===== config.mk =====
export PLATFORM = sky130hd
export DESIGN_NAME = usc_core
export DESIGN_NICKNAME = d
export VERILOG_FILES = /design/src/common/usc_pkg.sv /design/src/design/usc_core.sv
export VERILOG_INCLUDE_DIRS = /design/src /design/src/common
export SDC_FILE = /design/constraint.sdc
export NUM_CORES = 1
export LEC_CHECK = 0
export BUFFER_PORTS_ARGS = -buffer_cell sky130_fd_sc_hd__clkbuf_2
export CAP_MARGIN = 10
export CORE_MARGIN = 4
export CORE_UTILIZATION = 40
export CTS_CLUSTER_DIAMETER = 100
export CTS_CLUSTER_SIZE = 25
export DETAILED_ROUTE_END_ITERATION = 8
export SETUP_SLACK_MARGIN = 0.2
export SYNTH_ARGS = -nofsm -noshare
export SYNTH_HDL_FRONTEND = slang
export SYNTH_SLANG_ARGS = --single-unit

===== constraint.sdc =====
create_clock -name hclk -period 6.58 [get_ports hclk]
set_input_delay 0 -clock hclk [delete_from_list [all_inputs] [get_ports hclk]]
set_output_delay 0 -clock hclk [all_outputs]
set_load 0.005 [all_outputs]

===== src/common/usc_regs.svh =====
// usc_regs.svh: bus offsets, field positions, reset values and counts of the serial core
// assumes inclusion by bare name; definitions only
`ifndef USC_REGS_SVH
`define USC_REGS_SVH
// byte addresses on the bus, low eight address bits
`define USC_ADDR_DATA 8'h00
`define USC_ADDR_CTRL 8'h04
// mode word fields
`define USC_MODE_PAR_EN 0
`define USC_MODE_PAR_ODD 1
`define USC_MODE_EXT_SYNC 2
`define USC_MODE_SINGLE_SYNC 3
// command word fields
`define USC_CMD_TX_EN 0
`define USC_CMD_DTR 1
`define USC_CMD_RX_EN 2
`define USC_CMD_ERR_RST 4
`define USC_CMD_RTS 5
`define USC_CMD_INT_RST 6
`define USC_CMD_HUNT 7
// status byte fields
`define USC_ST_TX_RDY 0
`define USC_ST_RX_RDY 1
`define USC_ST_TX_EMPTY 2
`define USC_ST_PAR_ERR 3
`define USC_ST_OVR_ERR 4
`define USC_ST_FRM_ERR 5
`define USC_ST_SYNC_DET 6
`define USC_ST_DSR 7
// reset values and character framing
`define USC_CMD_RST 8'h00
`define USC_MODE_RST 8'h00
`define USC_SYNC_RST 8'h00
`define USC_CHAR_BITS 4'd8
`define USC_CHAR_BITS_PAR 4'd9
`define USC_HUNT_LAST 4'd7
`define USC_STATUS_LAG_MAX 5'd16
`endif


===== src/common/usc_pkg.sv =====
// usc_pkg: types shared by the serial core
// assumes nothing beyond a SystemVerilog compiler
package usc_pkg;
  typedef logic [31:0] usc_word_t;
  typedef logic [7:0] usc_byte_t;
  typedef enum logic [1:0] {USC_CFG_MODE, USC_CFG_SYNC1, USC_CFG_SYNC2, USC_CFG_CMD} usc_cfg_t;
  typedef enum logic [1:0] {USC_RX_HUNT, USC_RX_HUNT2, USC_RX_DATA} usc_rx_t;
endpackage


===== src/design/usc_core.sv =====
// usc_core: synchronous serial transceiver core behind an AHB-Lite register slave
// assumes hclk at 20 MHz, bit clocks far slower and asynchronous to hclk
//
// What this block does
// RULE_01 - line marks until transmit enabled and clear-to-send is low, then first char goes
// RULE_02 - each bit leaves on a falling transmit bit clock edge, one per cycle
// RULE_03 - an empty buffer after start makes the sender fill with the sync characters
// RULE_04 - transmitter_empty is raised while filling, cleared by the next host character
// RULE_05 - transmitter_empty rises mid last data bit with nothing queued
// RULE_06 - enter_hunt_bit in internal sync puts the receiver into hunt at any time
// RULE_07 - hunt samples each rising receive clock edge and compares with first sync char
// RULE_08 - double sync also checks next char against second sync, then raises sync_detect
// RULE_09 - internally raised sync_detect clears on every status read
// RULE_10 - external party holds sync_detect high one receive clock cycle for sync
// RULE_11 - parity and overrun flagged in sync mode; framing_error_flag never set
// RULE_12 - command word holds transmit/receive enables, error reset and modem outputs
// RULE_13 - after mode and sync chars every control write replaces the command word
// RULE_14 - after any reset the next control write is the mode word
// RULE_15 - a control read returns the status byte, some bits mirror pins
// RULE_16 - status lags internal state by at most 16 clocks
// RULE_17 - parity mismatch sets parity_error_flag, cleared only by error_reset_bit or internal reset
// RULE_18 - new char before read overwrites, sets overrun, cleared by error_reset_bit
// RULE_19 - framing_error_flag belongs to asynchronous framing only
// RULE_20 - ready status bit means buffer empty; ready pin adds clear-to-send and enable
// RULE_21 - control write right after a sync mode word defines a sync character
// RULE_22 - double sync raises sync_detect mid final bit of the second sync char
// RULE_23 - command and status layouts are fixed and shared by reads and writes
`timescale 1ns/1ps
`include "usc_regs.svh"
module usc_core (
  input wire logic hclk,
  input wire logic hresetn,
  input wire logic hsel,
  input wire usc_pkg::usc_word_t haddr,
  input wire logic [1:0] htrans,
  input wire logic hwrite,
  input wire logic [2:0] hsize,
  input wire usc_pkg::usc_word_t hwdata,
  input wire logic hready,
  output logic hreadyout,
  output usc_pkg::usc_word_t hrdata,
  output logic hresp,
  input wire logic transmit_bit_clock,
  input wire logic receive_bit_clock,
  input wire logic rxd,
  input wire logic cts_n,
  input wire logic dsr_n,
  input wire logic sync_detect_i,
  output logic sync_detect_o,
  output logic sync_detect_oe,
  output logic txd,
  output logic transmitter_ready,
  output logic transmitter_empty,
  output logic rx_ready,
  output logic dtr_n,
  output logic rts_n
);
  import usc_pkg::*;

  // two flop synchronisers for every pin and bit clock
  logic [5:0] pin_s1_ff;
  logic [5:0] pin_s2_ff;
  wire [5:0] pin_raw = {sync_detect_i, dsr_n, cts_n, rxd, receive_bit_clock,
                        transmit_bit_clock};
  always_ff @(posedge hclk or negedge hresetn) begin
    if (!hresetn) begin
      pin_s1_ff <= 6'h3F;
      pin_s2_ff <= 6'h3F;
    end else begin
      pin_s1_ff <= pin_raw;
      pin_s2_ff <= pin_s1_ff;
    end
  end

  wire txc_s = pin_s2_ff[0];
  wire rxc_s = pin_s2_ff[1];
  wire rxd_s = pin_s2_ff[2];
  wire cts_n_s = pin_s2_ff[3];
  wire dsr_n_s = pin_s2_ff[4];
  wire syn_in_s = pin_s2_ff[5];

  // bit clock edge finders on the synchronised clocks
  logic txc_d_ff;
  logic rxc_d_ff;
  always_ff @(posedge hclk or negedge hresetn) begin
    if (!hresetn) begin
      txc_d_ff <= 1'b1;
      rxc_d_ff <= 1'b1;
    end else begin
      txc_d_ff <= txc_s;
      rxc_d_ff <= rxc_s;
    end
  end
  wire tx_fall = txc_d_ff & ~txc_s;
  wire tx_rise = ~txc_d_ff & txc_s;
  wire rx_rise = ~rxc_d_ff & rxc_s;

  // bus slave: address phase captured, one wait cycle, then data phase ends
  logic dph_ff;
  logic dwr_ff;
  logic dhit_ff;
  logic [7:0] dadr_ff;
  logic hreadyout_ff;
  usc_word_t hrdata_ff;
  wire take = hsel & hready & htrans[1];
  always_ff @(posedge hclk or negedge hresetn) begin
    if (!hresetn) begin
      dph_ff <= 1'b0;
      dwr_ff <= 1'b0;
      dhit_ff <= 1'b0;
      dadr_ff <= 8'h00;
      hreadyout_ff <= 1'b1;
    end else begin
      dph_ff <= take;
      hreadyout_ff <= ~take;
      if (take) begin
        dwr_ff <= hwrite;
        dhit_ff <= (haddr[31:8] == 24'h000000);
        dadr_ff <= haddr[7:0];
      end
    end
  end

  // access decode during the wait cycle of the data phase
  wire acc = dph_ff & dhit_ff;
  wire wr_data = acc & dwr_ff & (dadr_ff == `USC_ADDR_DATA);
  wire wr_ctrl = acc & dwr_ff & (dadr_ff == `USC_ADDR_CTRL);
  wire rd_data = acc & ~dwr_ff & (dadr_ff == `USC_ADDR_DATA);
  wire rd_stat = acc & ~dwr_ff & (dadr_ff == `USC_ADDR_CTRL); // see RULE_15
  wire [7:0] wbyte = hwdata[7:0];

  // control word sequencer: mode, sync chars, then commands
  usc_cfg_t cfg_ff;
  usc_byte_t mode_ff;
  usc_byte_t sync1_ff;
  usc_byte_t sync2_ff;
  usc_byte_t cmd_ff;
  wire cmd_wr = wr_ctrl & (cfg_ff == USC_CFG_CMD);
  wire soft_rst = cmd_wr & wbyte[`USC_CMD_INT_RST];
  wire err_clr = cmd_wr & wbyte[`USC_CMD_ERR_RST];
  wire cmd_hunt = cmd_wr & wbyte[`USC_CMD_HUNT] & ~soft_rst;
  wire single = mode_ff[`USC_MODE_SINGLE_SYNC];
  wire ext = mode_ff[`USC_MODE_EXT_SYNC];
  wire par_en = mode_ff[`USC_MODE_PAR_EN];
  wire par_odd = mode_ff[`USC_MODE_PAR_ODD];
  wire transmit_enable_bit = cmd_ff[`USC_CMD_TX_EN];
  wire rxen = cmd_ff[`USC_CMD_RX_EN];
  wire [3:0] nbits = par_en ? `USC_CHAR_BITS_PAR : `USC_CHAR_BITS;
  always_ff @(posedge hclk or negedge hresetn) begin
    if (!hresetn) begin
      cfg_ff <= USC_CFG_MODE;
      mode_ff <= `USC_MODE_RST;
      sync1_ff <= `USC_SYNC_RST;
      sync2_ff <= `USC_SYNC_RST;
      cmd_ff <= `USC_CMD_RST;
    end else if (wr_ctrl) begin
      case (cfg_ff)
        USC_CFG_MODE: begin
          mode_ff <= wbyte; // see RULE_14
          cfg_ff <= USC_CFG_SYNC1; // see RULE_21
        end
        USC_CFG_SYNC1: begin
          sync1_ff <= wbyte;
          cfg_ff <= single ? USC_CFG_CMD : USC_CFG_SYNC2;
        end
        USC_CFG_SYNC2: begin
          sync2_ff <= wbyte;
          cfg_ff <= USC_CFG_CMD;
        end
        USC_CFG_CMD: begin
          if (soft_rst) begin
            cfg_ff <= USC_CFG_MODE; // see RULE_14
            cmd_ff <= `USC_CMD_RST;
          end else begin
            cmd_ff <= wbyte; // see RULE_13 see RULE_12
          end
        end
        default: cfg_ff <= USC_CFG_MODE;
      endcase
    end
  end

  // transmit holding buffer; a host write wins over the shifter taking it
  usc_byte_t tx_buf_ff;
  logic tx_full_ff;
  logic [8:0] tx_sh_ff;
  logic [3:0] tx_cnt_ff;
  logic tx_act_ff;
  logic tx_sidx_ff;
  logic txd_ff;
  logic tx_empty_ff;
  wire tx_bound = tx_act_ff & (tx_cnt_ff == 4'd0);
  wire tx_start = ~tx_act_ff & transmit_enable_bit & ~cts_n_s & tx_full_ff; // see RULE_01
  wire tx_load = tx_fall & (tx_start | (tx_bound & transmit_enable_bit));
  wire tx_stop = tx_fall & tx_bound & ~transmit_enable_bit;
  wire tx_take = tx_load & tx_full_ff;
  wire [7:0] fill_char = (~single & tx_sidx_ff) ? sync2_ff : sync1_ff;
  wire [7:0] tx_char = tx_full_ff ? tx_buf_ff : fill_char; // see RULE_03
  wire tx_par = par_en & (^tx_char ^ par_odd);
  wire [8:0] tx_frame = {tx_par, tx_char};
  always_ff @(posedge hclk or negedge hresetn) begin
    if (!hresetn) begin
      tx_buf_ff <= 8'h00;
      tx_full_ff <= 1'b0;
    end else begin
      if (wr_data) tx_buf_ff <= wbyte;
      if (wr_data) tx_full_ff <= 1'b1;
      else if (tx_take | soft_rst) tx_full_ff <= 1'b0;
    end
  end

  // transmit shifter, one bit per falling bit clock edge, lsb first
  always_ff @(posedge hclk or negedge hresetn) begin
    if (!hresetn) begin
      tx_sh_ff <= 9'h000;
      tx_cnt_ff <= 4'h0;
      tx_act_ff <= 1'b0;
      tx_sidx_ff <= 1'b0;
      txd_ff <= 1'b1;
    end else if (soft_rst | tx_stop) begin
      tx_act_ff <= 1'b0; // back to marking
      tx_cnt_ff <= 4'h0;
      tx_sidx_ff <= 1'b0;
      txd_ff <= 1'b1;
    end else if (tx_load) begin
      txd_ff <= tx_frame[0]; // see RULE_02
      tx_sh_ff <= {1'b0, tx_frame[8:1]};
      tx_cnt_ff <= nbits - 4'd1;
      tx_act_ff <= 1'b1;
      tx_sidx_ff <= tx_full_ff ? 1'b0 : (~single & ~tx_sidx_ff); // see RULE_03
    end else if (tx_fall & tx_act_ff) begin
      txd_ff <= tx_sh_ff[0]; // see RULE_02
      tx_sh_ff <= {1'b0, tx_sh_ff[8:1]};
      tx_cnt_ff <= tx_cnt_ff - 4'd1;
    end
  end

  // empty flag: set mid last bit with nothing queued, host write clears it
  always_ff @(posedge hclk or negedge hresetn) begin
    if (!hresetn) tx_empty_ff <= 1'b1;
    else if (soft_rst) tx_empty_ff <= 1'b1;
    else if (tx_rise & tx_bound & ~tx_full_ff) tx_empty_ff <= 1'b1; // see RULE_05
    else if (wr_data) tx_empty_ff <= 1'b0; // see RULE_04
  end

  // receiver: hunt, optional second sync check, then character assembly
  usc_rx_t rx_st_ff;
  logic [8:0] rx_sh_ff;
  logic [3:0] rx_cnt_ff;
  usc_byte_t rx_buf_ff;
  logic rx_rdy_ff;
  logic pe_ff;
  logic oe_ff;
  logic syn_ff;
  wire [8:0] rx_nsh = {rxd_s, rx_sh_ff[8:1]};
  wire [7:0] hunt_win = rx_nsh[8:1];
  wire in_hunt = rx_rise & (rx_st_ff == USC_RX_HUNT);
  wire hunt_hit = in_hunt & ~ext & (hunt_win == sync1_ff); // see RULE_07
  wire ext_hit = in_hunt & ext & syn_in_s; // see RULE_10
  wire h2_end = rx_rise & (rx_st_ff == USC_RX_HUNT2) & (rx_cnt_ff == `USC_HUNT_LAST);
  wire h2_ok = h2_end & (hunt_win == sync2_ff); // see RULE_08
  wire syn_set = (hunt_hit & single) | h2_ok; // see RULE_22
  wire rx_done = rx_rise & (rx_st_ff == USC_RX_DATA) & (rx_cnt_ff == nbits - 4'd1);
  wire [7:0] rx_char = par_en ? rx_nsh[7:0] : rx_nsh[8:1];
  wire rx_bad = par_en & (rx_nsh[8] != (^rx_nsh[7:0] ^ par_odd));
  wire rx_keep = rx_done & rxen;
  always_ff @(posedge hclk or negedge hresetn) begin
    if (!hresetn) begin
      rx_st_ff <= USC_RX_HUNT;
      rx_sh_ff <= 9'h000;
      rx_cnt_ff <= 4'h0;
    end else if (soft_rst | cmd_hunt) begin
      rx_st_ff <= USC_RX_HUNT; // see RULE_06
      rx_cnt_ff <= 4'h0;
    end else if (rx_rise) begin
      rx_sh_ff <= rx_nsh;
      case (rx_st_ff)
        USC_RX_HUNT: begin
          if (hunt_hit | ext_hit) begin
            rx_st_ff <= (~ext & ~single) ? USC_RX_HUNT2 : USC_RX_DATA; // see RULE_08
          end
          rx_cnt_ff <= 4'h0;
        end
        USC_RX_HUNT2: begin
          if (h2_end) rx_st_ff <= h2_ok ? USC_RX_DATA : USC_RX_HUNT;
          rx_cnt_ff <= h2_end ? 4'h0 : rx_cnt_ff + 4'd1;
        end
        USC_RX_DATA: rx_cnt_ff <= rx_done ? 4'h0 : rx_cnt_ff + 4'd1;
        default: rx_st_ff <= USC_RX_HUNT;
      endcase
    end
  end

  // received character and its flags; a hardware set wins over a clear
  always_ff @(posedge hclk or negedge hresetn) begin
    if (!hresetn) begin
      rx_buf_ff <= 8'h00;
      rx_rdy_ff <= 1'b0;
    end else begin
      if (rx_keep) rx_buf_ff <= rx_char; // see RULE_18
      if (rx_keep) rx_rdy_ff <= 1'b1;
      else if (rd_data | soft_rst) rx_rdy_ff <= 1'b0;
    end
  end

  // error flags survive operation until error reset or internal reset
  always_ff @(posedge hclk or negedge hresetn) begin
    if (!hresetn) begin
      pe_ff <= 1'b0;
      oe_ff <= 1'b0;
    end else begin
      if (rx_keep & rx_bad) pe_ff <= 1'b1; // see RULE_17 see RULE_11
      else if (err_clr | soft_rst) pe_ff <= 1'b0;
      if (rx_keep & rx_rdy_ff & ~rd_data) oe_ff <= 1'b1; // see RULE_18 see RULE_11
      else if (err_clr | soft_rst) oe_ff <= 1'b0;
    end
  end

  // internal sync detect, cleared by status read
  always_ff @(posedge hclk or negedge hresetn) begin
    if (!hresetn) syn_ff <= 1'b0;
    else if (syn_set) syn_ff <= 1'b1; // see RULE_08
    else if (rd_stat | soft_rst) syn_ff <= 1'b0; // see RULE_09
  end

  // status byte assembled in the shared field layout
  logic [7:0] stat_nxt;
  always_comb begin
    stat_nxt = 8'h00;
    stat_nxt[`USC_ST_TX_RDY] = ~tx_full_ff; // see RULE_20
    stat_nxt[`USC_ST_RX_RDY] = rx_rdy_ff;
    stat_nxt[`USC_ST_TX_EMPTY] = tx_empty_ff;
    stat_nxt[`USC_ST_PAR_ERR] = pe_ff;
    stat_nxt[`USC_ST_OVR_ERR] = oe_ff;
    stat_nxt[`USC_ST_FRM_ERR] = 1'b0; // no stop bit in sync framing, see RULE_19 see RULE_11
    stat_nxt[`USC_ST_SYNC_DET] = ext ? syn_in_s : syn_ff;
    stat_nxt[`USC_ST_DSR] = ~dsr_n_s; // see RULE_23
  end

  // status snapshot lags by one clock, well inside the allowed lag
  usc_byte_t stat_ff;
  always_ff @(posedge hclk or negedge hresetn) begin
    if (!hresetn) stat_ff <= 8'h01;
    else stat_ff <= stat_nxt; // see RULE_16
  end

  // read data mux; unmapped addresses read zero
  wire [31:0] rd_mux = rd_data ? {24'h000000, rx_buf_ff} :
                       rd_stat ? {24'h000000, stat_ff} : 32'h00000000;
  always_ff @(posedge hclk or negedge hresetn) begin
    if (!hresetn) hrdata_ff <= 32'h00000000;
    else if (dph_ff & ~dwr_ff) hrdata_ff <= rd_mux;
  end

  // registered pins
  logic tx_rdy_pin_ff;
  logic dtr_n_ff;
  logic rts_n_ff;
  logic syn_oe_ff;
  always_ff @(posedge hclk or negedge hresetn) begin
    if (!hresetn) begin
      tx_rdy_pin_ff <= 1'b0;
      dtr_n_ff <= 1'b1;
      rts_n_ff <= 1'b1;
      syn_oe_ff <= 1'b0;
    end else begin
      tx_rdy_pin_ff <= ~tx_full_ff & ~cts_n_s & transmit_enable_bit; // see RULE_20
      dtr_n_ff <= ~cmd_ff[`USC_CMD_DTR]; // see RULE_12
      rts_n_ff <= ~cmd_ff[`USC_CMD_RTS];
      syn_oe_ff <= ~ext & (cfg_ff == USC_CFG_CMD);
    end
  end

  // output drive
  assign hreadyout = hreadyout_ff;
  assign hrdata = hrdata_ff;
  assign hresp = 1'b0;
  assign txd = txd_ff;
  assign transmitter_ready = tx_rdy_pin_ff;
  assign transmitter_empty = tx_empty_ff;
  assign rx_ready = rx_rdy_ff;
  assign sync_detect_o = syn_ff;
  assign sync_detect_oe = syn_oe_ff;
  assign dtr_n = dtr_n_ff;
  assign rts_n = rts_n_ff;
endmodule // usc_core


==> metrics.txt <==
Row Count=44; mean number of vias per cell=4.91; initial core utilization=41.0%; CP required=6.88 ns; area of the die=16,900 sq um; clock latency on the worst-skew pair=0.42 ns; Cell Count, Final, Fillers Out=823; worst path arrival time=2.92 ns; Async SR Flop Fraction=100%; Max-Slew Margin vs Limit=44.5%; Crit path max-delay family=simple AND/OR/NAND/NOR gates; # port buffers=68; layout net count=717; startpoint types=flop; Avg WL per Cell=15.4 um; Period Utilization, post-route=39.9%; CTS resizes=0; Fmax=380 MHz; combinational share of power=22.6%; Final Power=0.00243 W; Hold Violations, Final=0; status=complete, no violations; clock buffer count from CTS=17; crit-path cells=inv_1, nor4_4, nand2_2, nor2_4, or2_1, mux2_2; Seq/Total Area, Yosys=51.7%; drt pass-1 iters=4; DPL Wire Length=9.05 mm; placed cells=763; kind of critical path=reg -> reg; share of cells above drive strength 1=27.5%; Min-Delay Path Class=in -> async; CTS Root Cell=clkbuf_16; Post-synth top flop=dfrtp_1; crit path from=dadr_ff[2]; Switching Share=28.8%; Lkg Pwr=3.32 nW; Pint=0.00173 W; Max IR drop VDD=208 uV; IO Pins=122; sequential share of power=41.6%; Psw=0.000700 W; PD cells=339 nW/um^2; MaxCap Viol Count=0; Avg Synthesized Cell Area=11.2 sq um; RSZ-0062 raised after global routing=no; H-tree level count=4; number of setup buffers added after CTS=0; Max stage delay cell, worst path=dfrtp_1; Syn-to-layout area delta=20.2%; clk buf depth=2; total inserted antenna cells=0; Syn Inst Count=534; Syn. warnings=0; Crit path buffers/inverters=1; worst-path maximum fanout=12; initial antenna violation count=0; largest net degree at the start of global routing=69; Largest stage delay, worst path=0.67 ns; Slew @ Worst Pin=0.833 ns; vias in the first global route=4,216; first-pass GRT wire length=21.4 mm; clock-pin slew on the worst setup and hold paths=0.05 ns; worst r2r src=dadr_ff[2]; gr usage total=16.5%; Synth area leader=dfrtp_1; die width=130 um; Util after Layout=49.3%; total wire length=12.7 mm; RD Place Congestion=0.815; via count=4,043; DRT iter0 DRCs=162; EDFF count, synth=0; tightest hold margin=0.164 ns; clock sinks=122; Final Setup Violations=0; post-route ant nets=0; synthesized flop and latch total=122; Final Critical Period=2.63 ns; clk_skew=0.00929 ns; Yosys top cell area share=42.9%; crit end category=flop; main area contributors after synthesis=dfrtp_1 43%, dfstp_2 8.8%, mux2_2 8.7%; Post-Syn Area=5960 sq um; clock share of power=35.8%; CORE AREA=14,500 sq um; Die Ht=130 um; total grt overflow=0; synth unique cells=70; setup TNS=0 ns; count of final max-slew check failures=0; TritonCTS clock tree=yes; number of remaining DRC errors=0
[synthesized netlist by cell type, types with 3 or more instances]
| cell type | instances |
|---|---|
| dfrtp_1 | 102 |
| nand2_1 | 58 |
| mux2_2 | 46 |
| o21ai_0 | 32 |
| buf_4 | 27 |
| mux2i_1 | 25 |
| a21oi_1 | 22 |
| inv_1 | 22 |
| nor2_1 | 22 |
| dfstp_2 | 20 |
| xnor2_1 | 18 |
| clkbuf_1 | 12 |
| ha_1 | 11 |
| xor2_1 | 10 |
| nand3_1 | 8 |
| nor4_1 | 8 |
| nand2b_1 | 5 |
| or2_2 | 5 |
| buf_2 | 4 |
| nor2b_1 | 4 |
| nor3b_1 | 4 |
| o211ai_1 | 4 |
| or4bb_1 | 4 |
| buf_1 | 3 |
| nor3_1 | 3 |
| o311ai_1 | 3 |
[layer usage]
metal,track usage (%),vias to the layer above,share of wire [%]
met3,5.12,19,3.6
met5,0,-,0
met4,5.62,0,1.6
met1,20.8,1986,44
met2,27.1,65,50
li1,-,1973,-
[path summary, 6_finish.rpt]
kind	end	slack, ns	cells after the start
worst max-delay path	rx_sh_ff[1]	3.95	6
worst min-delay path	hrdata[6]	0.16	2
worst max register to register	rx_sh_ff[1]	3.95	6
worst min register to register	pin_s2_ff[1]	0.35	0
max in group asynchronous	mode_ff[0]	5.11	3
min in group hclk	hreadyout	0.17	2
[state kept, by name (all words and copies together), names as in the netlist, 2 cells and up]
signal	cells
tx_sh_ff	8
cfg_ff	2
cmd_ff	4
rx_sh_ff	8
sync2_ff	8
rx_st_ff	2
rx_cnt_ff	4
hrdata	8
pin_s2_ff	6
mode_ff	4
stat_ff	7
tx_cnt_ff	4
dadr_ff	8
tx_buf_ff	8
rx_buf_ff	8
pin_s1_ff	6
sync1_ff	8
[cells by family (layout without fill, tap and decap cells)]
kind of cell	Yosys count	count (layout)	share of synthesized area (%)
and+or+nand+nor	145	145	13.0
DFF	122	122	51.7
AOI/OAI and AO/OA	81	81	8.32
buffers and inverters	72	153	6.60
muxes	71	71	12.9
xor gates and xnor gates	31	31	5.15
adders and majority gates	11	11	2.31
other	1	25	0.0630
[cell usage in the layout (no fill, tap or decap), drive strengths merged, types with 2 or more instances in the layout]
master / synthesis / routed
nor3: 4 / 4
nand2b: 5 / 5
or4bb: 4 / 4
inv: 22 / 22
o211ai: 4 / 4
dlygate4sd3: 0 / 28
clkinv: 1 / 3
xnor2: 19 / 19
or4b: 2 / 2
nand4: 2 / 2
nor4: 9 / 9
nor2: 23 / 23
buf: 36 / 3
nand3: 8 / 8
or3: 2 / 2
xor2: 10 / 10
nor2b: 4 / 4
nor3b: 4 / 4
dfrtp: 102 / 102
nand3b: 2 / 2
mux2i: 25 / 25
nand2: 59 / 59
or2: 7 / 7
xnor3: 2 / 2
clkbuf: 13 / 96
o311ai: 4 / 4
ha: 11 / 11
o31ai: 3 / 3
a211oi: 2 / 2
or4: 2 / 2
mux2: 46 / 46
o21ai: 33 / 33
conb: 1 / 25
dfstp: 20 / 20
a21oi: 22 / 22
[power by group through the flow]
stage	logic (W)	registers [W]	clock network [W]
after floorplan	0.000505	0.000939	0
after global placement	0.000528	0.00101	0
after detailed placement	0.000542	0.00102	0
after CTS	0.000557	0.00101	0.000886
after global routing	0.000626	0.00103	0.000925
final	0.000550	0.00101	0.000869
[metrics by stage]
stage	cell area, sq um	setup WS, ns
CTS	7160	3.94
global route	7160	3.68
detailed placement	6330	3.94
global placement	6330	3.95
floorplan	6050	4.33
finish	7160	3.95
[what timing repair did]
action | in CTS | in global routing
endpoints found under the setup margin | 0 | 0
hold buffers | 28 | 0
endpoints found under the hold margin | 93 | 0
[layout make-up]
class	count	area [sq um]
Clock buffer	29	510
Clock inverter	3	40.0
Tap cell	184	230
Sequential cell	122	3080
Fill cell	1337	7380
Inverter	23	86.3
Timing Repair Buffer	98	638
Multi-Input combinational cell	364	2570
Power figures use the tool's default switching activity.
